$ cat src/rtccal_pkg.sv
// package for the calendar time registers: offsets, fields, reset values, types
// Function
// minutes register holds BCD minute 0..59 in bits 6..0, bit 7 reads zero
// hours bit 6 selects 12-hour mode; bit 5 is PM; hours 1..12 BCD
// in 24-hour mode hours bits 5..0 hold BCD 0..23, bit 7 reads zero
// host writes only valid in-range BCD hours matching the selected format
// day of month BCD 1..31; February has 29 days when year divisible by 4
// weekday bits 2..0 count 1..7 cyclically; meaning is up to the host
// month bits 4..0 count BCD 1..12; bits 7..5 read zero
// every unimplemented bit in these registers reads back as zero
package rtccal_pkg;
	localparam int unsigned ADDR_W          = 4;
	localparam logic [3:0]  OFS_MINUTES     = 4'h9;
	localparam logic [3:0]  OFS_HOURS       = 4'ha;
	localparam logic [3:0]  OFS_DAY         = 4'hb;
	localparam logic [3:0]  OFS_WEEKDAY     = 4'hc;
	localparam logic [3:0]  OFS_MONTH       = 4'hd;
	localparam logic [3:0]  OFS_SECOND_TICK = 4'h0;
	localparam logic [3:0]  OFS_YEAR        = 4'h1;
	localparam logic [7:0]  MASK_MINUTES    = 8'h7f;
	localparam logic [7:0]  MASK_HOURS      = 8'h7f;
	localparam logic [7:0]  MASK_DAY        = 8'h3f;
	localparam logic [7:0]  MASK_WEEKDAY    = 8'h07;
	localparam logic [7:0]  MASK_MONTH      = 8'h1f;
	localparam logic [7:0]  MASK_YEAR       = 8'h7f;
	localparam int unsigned HOUR_MODE_BIT   = 6;
	localparam int unsigned AFTERNOON_BIT   = 5;
	localparam logic [7:0]  RST_MINUTES     = 8'h00;
	localparam logic [7:0]  RST_HOURS       = 8'h00;
	localparam logic [7:0]  RST_DAY         = 8'h01;
	localparam logic [7:0]  RST_WEEKDAY     = 8'h01;
	localparam logic [7:0]  RST_MONTH       = 8'h01;
	localparam logic [7:0]  RST_YEAR        = 8'h00;
	localparam int unsigned CLOCK_HZ        = 40000000;
	localparam int unsigned SECOND_CYCLES   = CLOCK_HZ;

	typedef struct packed {
		logic [7:0] minutes;
		logic [7:0] hours;
		logic [7:0] day;
		logic [7:0] weekday;
		logic [7:0] month;
	} rtccal_time_t;

	typedef struct packed {
		logic       read;
		logic       write;
		logic [3:0] address;
		logic [7:0] writedata;
	} rtccal_req_t;
endpackage : rtccal_pkg

$ cat src/rtccal_tick.sv
// one-cycle enable pulse each second from the system clock
`timescale 1ns/100ps
module rtccal_tick #(
	parameter int unsigned CYCLES = rtccal_pkg::SECOND_CYCLES
) (
	input  wire logic clock,
	input  wire logic rst_n,
	input  wire logic run,
	output logic      tick
);
	import rtccal_pkg::*;
	logic [31:0] count_reg;
	wire         at_end = (count_reg == CYCLES - 1);

	always_ff @(posedge clock or negedge rst_n) begin
		if (!rst_n) begin
			count_reg <= 32'h0;
		end else if (!run || at_end) begin
			count_reg <= 32'h0;
		end else begin
			count_reg <= count_reg + 32'h1;
		end
	end

	assign tick = run && at_end;
endmodule : rtccal_tick

$ cat src/rtccal_next.sv
// combinational calendar advance by one minute
`timescale 1ns/100ps
module rtccal_next (
	input  rtccal_pkg::rtccal_time_t now,
	input  wire logic [7:0]          year,
	output rtccal_pkg::rtccal_time_t nxt
);
	import rtccal_pkg::*;

	function automatic logic [7:0] bcd_inc(input logic [7:0] v);
		bcd_inc = (v[3:0] == 4'h9) ? {v[7:4] + 4'h1, 4'h0} : {v[7:4], v[3:0] + 4'h1};
	endfunction : bcd_inc

	wire        mode12   = now.hours[HOUR_MODE_BIT];
	wire        pm       = now.hours[AFTERNOON_BIT];
	wire [7:0]  h24      = now.hours & 8'h3f;
	wire [7:0]  h12      = now.hours & 8'h1f;
	wire        min_wrap = (now.minutes == 8'h59);
	wire        day_roll = min_wrap && (mode12 ? (h12 == 8'h11 && pm) : (h24 == 8'h23));
	// year bcd divisible by 4: tens even with units 0,4,8 or tens odd with 2,6
	wire        leap     = year[4] ? (year[3:0] == 4'h2 || year[3:0] == 4'h6)
	                               : (year[3:0] == 4'h0 || year[3:0] == 4'h4 || year[3:0] == 4'h8);
	wire [7:0]  last_day = (now.month == 8'h02) ? (leap ? 8'h29 : 8'h28) :
	                       (now.month == 8'h04 || now.month == 8'h06 ||
	                        now.month == 8'h09 || now.month == 8'h11) ? 8'h30 : 8'h31;
	wire        mon_roll = day_roll && (now.day == last_day);
	wire [7:0]  hr12_inc = (h12 == 8'h12) ? 8'h01 : bcd_inc(h12);
	wire        pm_next  = (h12 == 8'h11) ? ~pm : pm;

	always_comb begin
		nxt         = now;
		nxt.minutes = min_wrap ? 8'h00 : bcd_inc(now.minutes);
		if (min_wrap) begin
			if (mode12) begin
				nxt.hours = {2'b01, pm_next, hr12_inc[4:0]};
			end else begin
				nxt.hours = (h24 == 8'h23) ? 8'h00 : bcd_inc(h24);
			end
		end
		if (day_roll) begin
			nxt.weekday = (now.weekday == 8'h07) ? 8'h01 : now.weekday + 8'h01;
			nxt.day     = (now.day == last_day) ? 8'h01 : bcd_inc(now.day);
		end
		if (mon_roll) begin
			nxt.month = (now.month == 8'h12) ? 8'h01 : bcd_inc(now.month);
		end
	end
endmodule : rtccal_next

$ cat src/rtccal_top.sv
// calendar time registers with avalon-mm slave and minute carry
`timescale 1ns/100ps
module rtccal_top #(
	parameter int unsigned SECOND_CYCLES = rtccal_pkg::SECOND_CYCLES
) (
	input  wire logic        clock,
	input  wire logic        reset_n,
	input  wire logic [3:0]  address,
	input  wire logic        read,
	input  wire logic        write,
	input  wire logic [31:0] writedata,
	input  wire logic [3:0]  byteenable,
	output logic [31:0]      readdata,
	output logic             waitrequest,
	output logic             minute_tick
);
	import rtccal_pkg::*;

	logic         rst_meta_reg;
	logic         rst_n_reg;
	rtccal_time_t time_reg;
	rtccal_time_t time_next;
	rtccal_time_t adv;
	logic [7:0]   year_reg;
	logic [7:0]   second_reg;
	logic [31:0]  readdata_reg;
	logic         ack_reg;
	logic         tick_1s;
	logic         minute_pulse_reg;

	always_ff @(posedge clock or negedge reset_n) begin
		if (!reset_n) begin
			rst_meta_reg <= 1'b0;
			rst_n_reg    <= 1'b0;
		end else begin
			rst_meta_reg <= 1'b1;
			rst_n_reg    <= rst_meta_reg;
		end
	end

	rtccal_tick #(.CYCLES(SECOND_CYCLES)) u_tick (
		.clock(clock),
		.rst_n(rst_n_reg),
		.run  (1'b1),
		.tick (tick_1s)
	);

	wire minute_carry = tick_1s && (second_reg == 8'h59);

	rtccal_next u_next (
		.now (time_reg),
		.year(year_reg),
		.nxt (adv)
	);

	// one wait state: waitrequest falls in the cycle after read/write rises
	wire       req      = (read || write) && !ack_reg;
	// a write lands at the edge where waitrequest is sampled low, never earlier
	wire       wr_go    = write && ack_reg && byteenable[0];
	wire [7:0] wbyte    = writedata[7:0];
	wire       wr_min   = wr_go && (address == OFS_MINUTES);
	wire       wr_hour  = wr_go && (address == OFS_HOURS);
	wire       wr_day   = wr_go && (address == OFS_DAY);
	wire       wr_wday  = wr_go && (address == OFS_WEEKDAY);
	wire       wr_mon   = wr_go && (address == OFS_MONTH);
	wire       wr_sec   = wr_go && (address == OFS_SECOND_TICK);
	wire       wr_year  = wr_go && (address == OFS_YEAR);
	wire       wr_any   = wr_min || wr_hour || wr_day || wr_wday || wr_mon;

	// host write wins over the advance for the field written; see
	always_comb begin
		time_next = minute_carry ? adv : time_reg;
		if (wr_min) begin
			time_next.minutes = wbyte & MASK_MINUTES;
		end
		if (wr_hour) begin
			time_next.hours = wbyte & MASK_HOURS;
		end
		if (wr_day) begin
			time_next.day = wbyte & MASK_DAY;
		end
		if (wr_wday) begin
			time_next.weekday = wbyte & MASK_WEEKDAY;
		end
		if (wr_mon) begin
			time_next.month = wbyte & MASK_MONTH;
		end
	end

	wire [7:0] rd_byte = (address == OFS_MINUTES)     ? time_reg.minutes :
	                     (address == OFS_HOURS)       ? time_reg.hours :
	                     (address == OFS_DAY)         ? time_reg.day :
	                     (address == OFS_WEEKDAY)     ? time_reg.weekday :
	                     (address == OFS_MONTH)       ? time_reg.month :
	                     (address == OFS_SECOND_TICK) ? second_reg :
	                     (address == OFS_YEAR)        ? year_reg : 8'h00;

	wire [7:0] sec_inc = (second_reg[3:0] == 4'h9) ? {second_reg[7:4] + 4'h1, 4'h0}
	                                               : {second_reg[7:4], second_reg[3:0] + 4'h1};

	always_ff @(posedge clock or negedge rst_n_reg) begin
		if (!rst_n_reg) begin
			time_reg <= '{RST_MINUTES, RST_HOURS, RST_DAY, RST_WEEKDAY, RST_MONTH};
		end else begin
			time_reg <= time_next;
		end
	end

	always_ff @(posedge clock or negedge rst_n_reg) begin
		if (!rst_n_reg) begin
			second_reg <= 8'h00;
		end else if (wr_sec) begin
			second_reg <= wbyte & MASK_MINUTES;
		end else if (minute_carry) begin
			second_reg <= 8'h00;
		end else if (tick_1s) begin
			second_reg <= sec_inc;
		end
	end

	always_ff @(posedge clock or negedge rst_n_reg) begin
		if (!rst_n_reg) begin
			year_reg <= RST_YEAR;
		end else if (wr_year) begin
			year_reg <= wbyte & MASK_YEAR;
		end
	end

	always_ff @(posedge clock or negedge rst_n_reg) begin
		if (!rst_n_reg) begin
			ack_reg          <= 1'b0;
			readdata_reg     <= 32'h0;
			minute_pulse_reg <= 1'b0;
		end else begin
			ack_reg          <= req;
			minute_pulse_reg <= minute_carry;
			if (read && !ack_reg) begin
				readdata_reg <= {24'h0, rd_byte};
			end
		end
	end

	assign waitrequest = !ack_reg;
	assign readdata    = readdata_reg;
	assign minute_tick = minute_pulse_reg;

	a_minutes_range: assert property (@(posedge clock) disable iff (!rst_n_reg)
		!$past(wr_any) |-> (time_reg.minutes[7] == 1'b0 && time_reg.minutes <= 8'h59 || $past(time_reg.minutes) > 8'h59))
		else $error("minutes left range");
	a_minute_wrap: assert property (@(posedge clock) disable iff (!rst_n_reg)
		(minute_carry && time_reg.minutes == 8'h59 && !wr_min) |=> time_reg.minutes == 8'h00)
		else $error("minutes did not wrap");
	a_hour24_wrap: assert property (@(posedge clock) disable iff (!rst_n_reg)
		(minute_carry && time_reg.minutes == 8'h59 && time_reg.hours == 8'h23 && !wr_any) |=>
		(time_reg.hours == 8'h00 && time_reg.day != $past(time_reg.day)))
		else $error("24-hour rollover wrong");
	a_hour12_pm: assert property (@(posedge clock) disable iff (!rst_n_reg)
		(minute_carry && time_reg.minutes == 8'h59 && time_reg.hours == 8'h51 && !wr_any) |=> time_reg.hours == 8'h72)
		else $error("12-hour noon flip wrong");
	a_hour12_wrap: assert property (@(posedge clock) disable iff (!rst_n_reg)
		(minute_carry && time_reg.minutes == 8'h59 && time_reg.hours == 8'h52 && !wr_any) |=> time_reg.hours == 8'h41)
		else $error("12 to 1 wrong");
	a_feb_leap: assert property (@(posedge clock) disable iff (!rst_n_reg)
		(u_next.day_roll && minute_carry && time_reg.month == 8'h02 && time_reg.day == 8'h28 && !wr_any) |=>
		(time_reg.day == ((year_reg[1:0] == 2'b00 && !year_reg[4] || year_reg[4] && year_reg[1:0] == 2'b10) ? 8'h29 : 8'h01)))
		else $error("february leap handling wrong");
	a_weekday_cycle: assert property (@(posedge clock) disable iff (!rst_n_reg)
		(u_next.day_roll && minute_carry && time_reg.weekday == 8'h07 && !wr_any) |=> time_reg.weekday == 8'h01)
		else $error("weekday did not cycle");
	a_month_wrap: assert property (@(posedge clock) disable iff (!rst_n_reg)
		(u_next.mon_roll && minute_carry && time_reg.month == 8'h12 && !wr_any) |=> time_reg.month == 8'h01)
		else $error("december did not wrap");
	a_unused_zero: assert property (@(posedge clock) disable iff (!rst_n_reg)
		ack_reg && $past(read) |-> readdata[31:8] == 24'h0 &&
		($past(address) != OFS_WEEKDAY || readdata[7:3] == 5'h0))
		else $error("unused bits not zero");
endmodule : rtccal_top

$ cat config.mk
export PLATFORM = sky130hd
export DESIGN_NAME = rtccal_top
export DESIGN_NICKNAME = d
export VERILOG_FILES = /design/src/rtccal_pkg.sv /design/src/rtccal_tick.sv /design/src/rtccal_next.sv /design/src/rtccal_top.sv
export SDC_FILE = /design/constraint.sdc
export NUM_CORES = 1
export LEC_CHECK = 0
export ABC_AREA = 1
export ABC_CLOCK_PERIOD_IN_PS = 3730
export BUFFER_PORTS_ARGS = -buffer_cell sky130_fd_sc_hd__buf_2
export CORE_MARGIN = 4
export CORE_UTILIZATION = 35
export CTS_CLUSTER_DIAMETER = 60
export DETAILED_ROUTE_END_ITERATION = 6
export SLEW_MARGIN = 20
export SYNTH_ARGS = -nofsm -noshare
export SYNTH_HDL_FRONTEND = slang
export SYNTH_SLANG_ARGS = --single-unit
$ cat constraint.sdc
create_clock -name clock -period 3.73 [get_ports clock]
set_input_delay 0.746 -clock clock [delete_from_list [all_inputs] [get_ports clock]]
set_output_delay 0.746 -clock clock [all_outputs]
set_load 0.01 [all_outputs]
==> results.py, run 1 <==
metrics = {
    "run_status": {
        "status": "finished clean",
    },
    "timing": {
        "post-route-period-util_pct": 61.3,
        "tightest_slew_ps": 840,
        "tns_ps": 0,
        "finalHoldViolCount": 0,
        "rsz0062_at_grt": "no",
        "finClkSkew_ps": 7.76,
        "slew_headroom_pct": 44.0,
        "timing.fmax_mhz": 437,
        "min_period_ps": 2290,
        "finalSetupViolCount": 0,
        "drv_slew": 0,
        "layout_setup_ws_ps": 1440,
        "fin_hold_ws_ps": 171,
    },
    "routing": {
        "drc": 0,
        "first_pass_iters": 5,
        "drt-total-wl_um": 16900,
        "routedWlPerCell_um": 14.7,
        "vias_per_cell": 5.03,
        "ant_nets": 0,
        "dr.first_iter.drc_count": 491,
        "via_count": 5788,
    },
    "clock_tree": {
        "htree_levels": 3,
        "clockRootBuffer": "clkbuf_16",
        "cts_tree": "done",
        "ctsResizeCount": 0,
        "cts_setup_buffers": 0,
        "clk_pin_slew_ps": 70,
        "worstSkewPairLatency_ps": 350,
        "cts_buffers": 9,
        "cts_hold_buffers": 0,
        "numClockSinks": 98,
        "clock_path_buffers": 2,
    },
    "critical_path": {
        "crit_start": "time_reg[37]$_DFFE_PN0P_",
        "rrSetupSlack_ps": 1440,
        "crit_chain": "inv_1 > ha_1 > nand3_1 > nor2_1 > nand2_1 > nor2_1 > nand2_1 > nand2_2 > nand2_1 > nand2_1 > nand2_1",
        "timing.critical_path.buf_inv": 1,
        "crit_path_end_kind": "flop",
        "reg2regPathDepth": 11,
        "reg2reg_from": "time_reg[37]$_DFFE_PN0P_",
        "worstSetupPathType": "flop to flop",
        "cpLargestDelayFamily": "simple AND/OR/NAND/NOR gates",
        "crit_top_cell": "nand2_1",
        "critical_path_cell_count": 11,
        "required_ps": 3970,
        "critical_path.max_stage_delay_ps": 450,
        "path_max_fanout": 13,
        "cp.arrival_ps": 2530,
        "cpMaxStageDelayCell": "nor2_1",
        "crit_path_end": "time_reg[7]$_DFFE_PN0P_",
        "worstSetupStartpointType": "flop",
        "reg2reg_to": "time_reg[7]$_DFFE_PN0P_",
    },
    "pwr": {
        "p_leak_nw": 3.46,
        "combPwrFrac_pct": 11.4,
        "peakVddDrop_v": 0.000247,
        "powerDensity_nw_per_um2": 340,
        "power_switching_mw": 0.659,
        "switching_share_pct": 27.5,
        "p_seq_share_pct": 49.7,
        "clkPwrFrac_pct": 38.8,
        "internal-power_mw": 1.74,
    },
    "final_layout": {
        "n_antenna_cell": 0,
        "area_growth_pct": 8.82,
        "finalNonFillerCells": 1151,
        "fillers": 1909,
        "largest_reg_flops": 39,
        "drive_gt1_share_pct": 9.54,
        "multi_input_area_um2": 3340,
        "nNetsFinal": 977,
        "seq_area_um2": 2460,
    },
    "synth": {
        "yosysTopAreaCell": "dfrtp_1",
        "ys_async_sr_fraction_pct": 100,
        "synthFlopType": "dfrtp_1",
        "synth_common_cells": "185 x nand2_1, 127 x inv_1, 95 x dfrtp_1, 93 x nor2_1, 72 x o21ai_0",
        "ys_seq_area_share_pct": 38.0,
        "yosysMostFrequentCell": "nand2_1",
        "ys_top_cells_by_area": "dfrtp_1 37%, nand2_1 11%, inv_1 7.4%",
        "syn_avg_cell_area_um2": 7.27,
        "ys_ff_latch": 98,
        "synth_top_area_share_pct": 36.8,
        "synth_cell_types": 47,
        "yosys_warnings": 0,
        "synthesis.area_um2": 6470,
        "synth_edf_count": 0,
        "syn_inst": 889,
    },
    "global_routing": {
        "grt_overflow": 0,
        "grt_pass1_vias": 5287,
        "grt_pass1_wl_um": 27200,
        "antenna_found_initial": 0,
        "grt_usage_pct": 16.7,
        "grt_start_max_net_pins": 63,
    },
    "placement": {
        "place.port_buffers": 25,
        "dp.cells": 1135,
        "pre_cts_ws_ps": 1200,
        "gp_congestion": 0.933,
        "place_hpwl_um": 13000,
    },
    "hold_path": {
        "min_path_type": "primary input to asynchronous set/reset pin",
    },
    "floorplan": {
        "start_util_pct": 35.8,
        "dieArea_um2": 20700,
        "die_h_um": 144,
        "ios": 78,
        "die_w_um": 144,
        "core_area_um2": 18100,
        "rows": 49,
    },
    "flow_run": {
        "drv_cap": 0,
    },
}
## logic make-up (layout without fill, tap and decap cells)
family,Yosys count,after routing,synth area share (%)
AO/OA/AOI/OAI,144,144,12.9
buffers and inverters,170,180,11.6
AND/OR/NAND/NOR,428,428,30.1
XOR/XNOR,31,31,4.20
other,2,25,0.116
flip-flops,98,98,38.0
adder cells (fa/ha/maj),16,16,3.10
## cells in the final DEF, fill, tap and decap left out, types with 4 or more instances in the layout
| master | synthesis | layout |
|---|---|---|
| xor2_1 | 25 | 25 |
| nand3_1 | 64 | 64 |
| o22ai_1 | 13 | 13 |
| inv_2 | 8 | 8 |
| nor2_4 | 4 | 4 |
| nor3_1 | 19 | 19 |
| inv_1 | 127 | 127 |
| o21ai_1 | 5 | 5 |
| xnor2_1 | 6 | 6 |
| nand2_2 | 8 | 8 |
| clkbuf_16 | 0 | 9 |
| o211ai_1 | 6 | 6 |
| o221ai_1 | 8 | 8 |
| nor4_1 | 8 | 8 |
| nor2_1 | 93 | 93 |
| a21oi_1 | 24 | 24 |
| o21ai_0 | 72 | 72 |
| nor2_2 | 10 | 10 |
| nand2_1 | 185 | 185 |
| ha_1 | 16 | 16 |
| dfrtp_1 | 95 | 94 |
| buf_2 | 3 | 25 |
| conb_1 | 2 | 25 |
| nand4_1 | 26 | 26 |
## how the worst min path moves through the flow
stage | endpoint | cells past startpoint | from
after global placement | rst_n_reg$_DFF_PN0_ | 0 | rst_meta_reg$_DFF_PN0_
after detailed placement | rst_n_reg$_DFF_PN0_ | 0 | rst_meta_reg$_DFF_PN0_
final | rst_n_reg$_DFF_PN0_ | 1 | reset_n
after CTS | rst_n_reg$_DFF_PN0_ | 1 | reset_n
after floorplan | rst_n_reg$_DFF_PN0_ | 0 | rst_meta_reg$_DFF_PN0_
after global routing | rst_n_reg$_DFF_PN0_ | 1 | reset_n
## layer usage
layer	GRT usage (%)	routed length (µm)	vias up
met2	25.5	7560	129
met5	0	0	-
li1	-	-	2924
met3	3.03	775	28
met1	23.6	8060	2707
met4	6.24	471	0
## power by group through the flow
stage | Clock [mW] | Sequential [mW] | Combinational (mW)
after floorplan | 0 | 1.20 | 0.202
after CTS | 0.962 | 1.19 | 0.273
after global placement | 0 | 1.21 | 0.268
after global routing | 1.00 | 1.20 | 0.312
after detailed placement | 0 | 1.21 | 0.273
final | 0.930 | 1.19 | 0.274
## through the flow
stage               power [mW]  instance area [µm²]  utilization [%]
finish                    2.39                 7040             38.9
CTS                       2.43                 7040             38.9
global route              2.51                 7040             38.9
floorplan                 1.40                 6550                -
detailed placement        1.48                 6750             37.3
global placement          1.48                 6750             37.3
## layout make-up
| type | count | share of cell area, % |
|---|---|---|
| multi-input cells | 644 | 47.5 |
| well taps | 229 | 4.07 |
| repair buffers | 28 | 2.10 |
| flip-flops and latches | 98 | 35.0 |
| clock inverters | 4 | 0.729 |
| clock buffers | 12 | 3.36 |
| inverters | 136 | 7.27 |
Note: power is estimated with default switching activity, not from simulation.
==> run 2: changes to the inputs <==
ABC_AREA = 0   (was 1)
ABC_CLOCK_PERIOD_IN_PS = 2400   (was 3730)
clock period = 2.4 ns   (was 3.73 ns; I/O delays follow)
==> results.py, run 2 <==
metrics = {
    "routing": {
        "routedWlPerCell_um": 15.5,
        "vias_per_cell": 5.21,
        "drt-total-wl_um": 16000,
        "via_count": 5380,
        "dr.first_iter.drc_count": 413,
        "drc": 0,
        "ant_nets": 0,
        "first_pass_iters": 5,
    },
    "global_routing": {
        "grt_pass1_vias": 5009,
        "grt_start_max_net_pins": 65,
        "grt_overflow": 0,
        "antenna_found_initial": 0,
        "grt_usage_pct": 16.5,
        "grt_pass1_wl_um": 26000,
    },
    "floorplan": {
        "dieArea_um2": 19600,
        "die_h_um": 140,
        "die_w_um": 140,
        "start_util_pct": 35.5,
        "ios": 78,
        "core_area_um2": 17200,
        "rows": 48,
    },
    "synth": {
        "yosysMostFrequentCell": "dfrtp_1",
        "synthFlopType": "dfrtp_1",
        "synth_common_cells": "95 x dfrtp_1, 78 x nand2_1, 65 x o21ai_0, 51 x nor2_1, 36 x a21oi_1",
        "synth_top_area_share_pct": 39.0,
        "ys_ff_latch": 98,
        "ys_top_cells_by_area": "dfrtp_1 39%, o21ai_0 5.3%, nand2_1 4.8%",
        "yosys_warnings": 0,
        "synthesis.area_um2": 6100,
        "synth_cell_types": 76,
        "ys_async_sr_fraction_pct": 100,
        "syn_avg_cell_area_um2": 8.84,
        "yosysTopAreaCell": "dfrtp_1",
        "ys_seq_area_share_pct": 40.3,
        "syn_inst": 690,
        "synth_edf_count": 0,
    },
    "placement": {
        "gp_congestion": 0.873,
        "place.port_buffers": 25,
        "place_hpwl_um": 11500,
        "placed_cell_area_um2": 7050,
    },
    "critical_path": {
        "reg2regPathDepth": 8,
        "reg2reg_from": "time_reg[2]$_DFFE_PN0P_",
        "crit_path_end_kind": "flop",
        "required_ps": 2650,
        "rrSetupSlack_ps": -70,
        "path_max_fanout": 4,
        "reg2reg_to": "time_reg[21]$_DFFE_PN0P_",
        "worstSetupPathType": "flop to flop",
        "worstSetupStartpointType": "flop",
        "cp.arrival_ps": 2720,
    },
    "final_layout": {
        "layout_common_cells": "100 x buf_4, 94 x dfrtp_1, 77 x nand2_1, 61 x o21ai_0, 47 x nor2_1",
        "fillers": 1708,
        "seq_area_um2": 2460,
        "area_growth_pct": 24.8,
        "layout_commonest_cell": "buf_4",
        "design_area_um2": 7610,
        "drive_gt1_share_pct": 25.2,
        "largest_reg_flops": 39,
        "nNetsFinal": 862,
        "multi_input_area_um2": 3490,
    },
    "timing": {
        "layout_setup_ws_ps": -71.4,
        "finalSetupViolCount": 3,
        "tightest_slew_ps": 524,
        "post-route-period-util_pct": 103,
        "rsz0062_at_grt": "yes",
        "slew_headroom_pct": 64.8,
        "drv_slew": 0,
        "finClkSkew_ps": 9.81,
        "fin_hold_ws_ps": 272,
        "finalHoldViolCount": 0,
        "timing.fmax_mhz": 405,
        "min_period_ps": 2470,
    },
    "run_status": {
        "violations": "negative setup slack",
        "status": "finished with violations",
    },
    "clock_tree": {
        "htree_levels": 3,
        "cts_buffers": 9,
        "cts_tree": "done",
        "clk_pin_slew_ps": 80,
        "numClockSinks": 98,
        "clockRootBuffer": "clkbuf_16",
        "clock_path_buffers": 2,
        "worstSkewPairLatency_ps": 360,
    },
    "pwr": {
        "p_leak_nw": 3.48,
        "powerDensity_nw_per_um2": 581,
        "peakVddDrop_v": 0.000325,
    },
    "flow_run": {
        "drv_cap": 0,
    },
    "hold_path": {
        "min_path_type": "flop to asynchronous set/reset pin",
    },
}
-- run 2: worst max-delay path by stage --
stage	slack (ps)	start	to
2_1_floorplan	20	address[0]	time_reg[3]$_DFFE_PN0P_
3_3_place_gp	-70	time_reg[5]$_DFFE_PN0P_	time_reg[21]$_DFFE_PN0P_
3_5_place_dp	-100	time_reg[5]$_DFFE_PN0P_	time_reg[21]$_DFFE_PN0P_
4_1_cts	-70	time_reg[2]$_DFFE_PN0P_	time_reg[21]$_DFFE_PN0P_
5_1_grt	-170	time_reg[2]$_DFFE_PN0P_	time_reg[21]$_DFFE_PN0P_
6_report	-70	time_reg[2]$_DFFE_PN0P_	time_reg[21]$_DFFE_PN0P_
-- run 2: metal layers --
layer	track usage, %	routed length [µm]	up-vias
li1	-	-	2657
met1	23.6	7760	2578
met2	25.2	7130	124
met3	3.28	791	21
met4	5.15	296	0
met5	0	0	-
-- run 2: logic make-up (layout without fill, tap and decap cells) --
| family | count (synthesis) | after routing | share of synthesized area [%] |
|---|---|---|---|
| DFF | 98 | 98 | 40.3 |
| muxes | 12 | 12 | 2.15 |
| AOI/OAI and AO/OA | 174 | 174 | 18.2 |
| and+or+nand+nor | 276 | 276 | 24.5 |
| other | 2 | 26 | 0.123 |
| adders and majority gates | 16 | 16 | 3.28 |
| buffers and inverters | 78 | 172 | 6.63 |
| xor gates and xnor gates | 34 | 34 | 4.88 |
-- run 2: power by group --
part	leakage, nW	total, mW	internal, mW	switching [mW]
registers	1.23	1.95	1.80	0.145
clock network	0.154	1.57	0.842	0.730
logic	2.10	0.907	0.413	0.493
total	3.48	4.42	3.06	1.37
-- run 2: cell type report --
type	instances	area share [%]
clock inverters	7	1.20
well taps	225	3.70
repair buffers	132	12.8
flip-flops and latches	98	32.3
diodes	1	0.0329
inverters	24	1.18
clock buffers	9	2.96
multi-input cells	537	45.8
-- run 2: per-stage QoR --
| step | TNS, ps | utilization [%] | setup slack (ps) | cells | power, mW |
|---|---|---|---|---|---|
| finish | -144 | 44.3 | -71.4 | 1033 | 4.42 |
| global route | -1510 | 44.3 | -167 | 1032 | 4.67 |
| CTS | -154 | 43.6 | -68.3 | 1028 | 4.45 |
| detailed placement | -611 | 41.1 | -96.4 | 1009 | 2.85 |
| global placement | -334 | 41.1 | -71.7 | 1009 | 2.84 |
| floorplan | 0 | - | 21.7 | 713 | 2.53 |
-- run 2: timing repair --
item | 4_1_cts | 5_1_grt
hold buffers | 1 | 0
resized for setup | 18 | 24
endpoints found under the hold margin | 2 | 0
endpoints found under the setup margin | 16 | 36
setup buffers | 2 | 5
pin swaps | 6 | 14
-- run 2: worst max-delay path, cell delays in order, from the launching register on --
cell and delay (ps):
dfrtp_1 410, or4b_4 560, a2111oi_4 230, nor2_2 80, a211oi_4 270, nor3_4 80, buf_4 140, or3_4 400
o21a_1 180
==> run 3: changes to the inputs <==
ABC_CLOCK_PERIOD_IN_PS = 2850   (was 2400)
clock period = 2.85 ns   (was 2.4 ns; I/O delays follow)
==> results.py, run 3 (synthesis results as in run 2) <==
metrics = {
    "run_status": {
        "status": "finished clean",
    },
    "global_routing": {
        "grt_usage_pct": 15.7,
        "grt_start_max_net_pins": 51,
        "grt_pass1_wl_um": 25000,
        "grt_pass1_vias": 4830,
        "antenna_found_initial": 0,
        "grt_overflow": 0,
    },
    "clock_tree": {
        "clockRootBuffer": "clkbuf_16",
        "clock_path_buffers": 2,
        "numClockSinks": 98,
        "cts_setup_buffers": 0,
        "clk_pin_slew_ps": 70,
        "worstSkewPairLatency_ps": 360,
        "cts_tree": "done",
        "htree_levels": 3,
        "cts_buffers": 9,
    },
    "placement": {
        "dp.cells": 933,
        "place.port_buffers": 25,
        "gp_congestion": 0.848,
        "place_hpwl_um": 11000,
    },
    "timing": {
        "slew_headroom_pct": 57.0,
        "rsz0062_at_grt": "no",
        "tightest_slew_ps": 645,
        "fin_hold_ws_ps": 351,
        "post-route-period-util_pct": 92.7,
        "finalSetupViolCount": 0,
        "tns_ps": 0,
        "finalHoldViolCount": 0,
        "finClkSkew_ps": 10.2,
        "drv_slew": 0,
        "min_period_ps": 2640,
        "timing.fmax_mhz": 379,
    },
    "final_layout": {
        "largest_reg_flops": 39,
        "drive_gt1_share_pct": 13.2,
        "final_util_pct": 39.6,
        "layout_common_cells": "94 x dfrtp_1, 78 x nand2_1, 65 x o21ai_0, 51 x nor2_1, 36 x a21oi_1",
        "nNetsFinal": 780,
        "layout_commonest_cell": "dfrtp_1",
        "fillers": 1764,
        "finalNonFillerCells": 950,
        "area_growth_pct": 11.7,
        "n_antenna_cell": 0,
    },
    "pwr": {
        "peakVddDrop_v": 0.000355,
        "powerDensity_nw_per_um2": 524,
        "p_leak_nw": 3.04,
    },
    "floorplan": {
        "die_w_um": 140,
        "rows": 48,
        "start_util_pct": 35.5,
        "dieArea_um2": 19600,
        "die_h_um": 140,
        "ios": 78,
        "core_area_um2": 17200,
    },
    "routing": {
        "via_count": 5075,
        "drc": 0,
        "ant_nets": 0,
        "drt-total-wl_um": 15200,
        "first_pass_iters": 5,
        "dr.first_iter.drc_count": 338,
        "vias_per_cell": 5.34,
        "routedWlPerCell_um": 16.0,
    },
    "critical_path": {
        "cp.arrival_ps": 2940,
        "crit_path_end_kind": "flop",
        "path_max_fanout": 7,
        "worstSetupStartpointType": "flop",
        "required_ps": 3150,
        "worstSetupPathType": "flop to flop",
    },
    "hold_path": {
        "min_path_type": "flop to flop",
    },
    "flow_run": {
        "drv_cap": 0,
    },
}
run 3: cell types whose count changed in the layout (fill, tap and decap cells not counted), sizes merged:
cell	before	now
buf	131	49
clkbuf	9	10
clkinv	0	1
diode	1	0
inv	29	27
run 3: power by group:
group	leakage, nW	internal [mW]	switching (mW)
clock	0.151	0.716	0.571
combinational	1.66	0.264	0.336
sequential	1.23	1.52	0.162
total	3.04	2.50	1.07
run 3: repair_timing:
| item | in CTS | in global routing |
|---|---|---|
| hold endpoints to repair | 2 | 0 |
| hold buffers | 1 | 0 |
| setup endpoints to repair | 0 | 1 |
| gates resized for setup | 0 | 1 |
run 3: worst max-delay path, cell delays in order, from the launching register on:
cell     delay, ps
dfrtp_1        410
ha_1           250
and4_1         270
nand2_1        230
nor3_4         270
nand3_2        240
nor3_4         410
or2_1          300
a32o_1         200
run 3: layout make-up:
class	count	area [µm²]	area share, %
inverters	24	90.1	1.32
well taps	225	282	4.13
flip-flops and latches	98	2460	36.1
multi-input cells	537	3340	49.0
clock inverters	6	71.3	1.05
clock buffers	10	239	3.51
repair buffers	50	328	4.81
run 3: routing by layer:
| layer | vias up | GRT usage, % | wire (µm) |
|---|---|---|---|
| li1 | 2481 | - | - |
| met1 | 2486 | 21.4 | 7020 |
| met2 | 93 | 25.9 | 7340 |
| met3 | 15 | 3.35 | 639 |
| met4 | 0 | 3.72 | 211 |
| met5 | - | 0 | 0 |
run 3: stage by stage:
stage,setup WS (ps),cell area [µm²],total power [mW]
2_1_floorplan,356,6190,2.12
3_3_place_gp,213,6480,2.29
3_5_place_dp,142,6480,2.30
4_1_cts,207,6800,3.61
5_1_grt,61.7,6810,3.76
6_report,209,6810,3.57
run 3: worst paths after layout:
| path | start | to | slack, ps | cells after the start |
|---|---|---|---|---|
| worst max-delay path | u_tick.count_reg[0]$_DFF_PN0_ | time_reg[6]$_DFFE_PN0P_ | 210 | 8 |
| worst min-delay path | rst_meta_reg$_DFF_PN0_ | rst_n_reg$_DFF_PN0_ | 350 | 0 |
| worst max register to register | u_tick.count_reg[0]$_DFF_PN0_ | time_reg[6]$_DFFE_PN0P_ | 210 | 8 |
| worst min register to register | rst_meta_reg$_DFF_PN0_ | rst_n_reg$_DFF_PN0_ | 350 | 0 |
| max in group asynchronous | rst_n_reg$_DFF_PN0_ | time_reg[0]$_DFFE_PN1P_ | 1750 | 1 |
| min in group asynchronous | rst_n_reg$_DFF_PN0_ | second_reg[3]$_DFFE_PN0P_ | 360 | 0 |
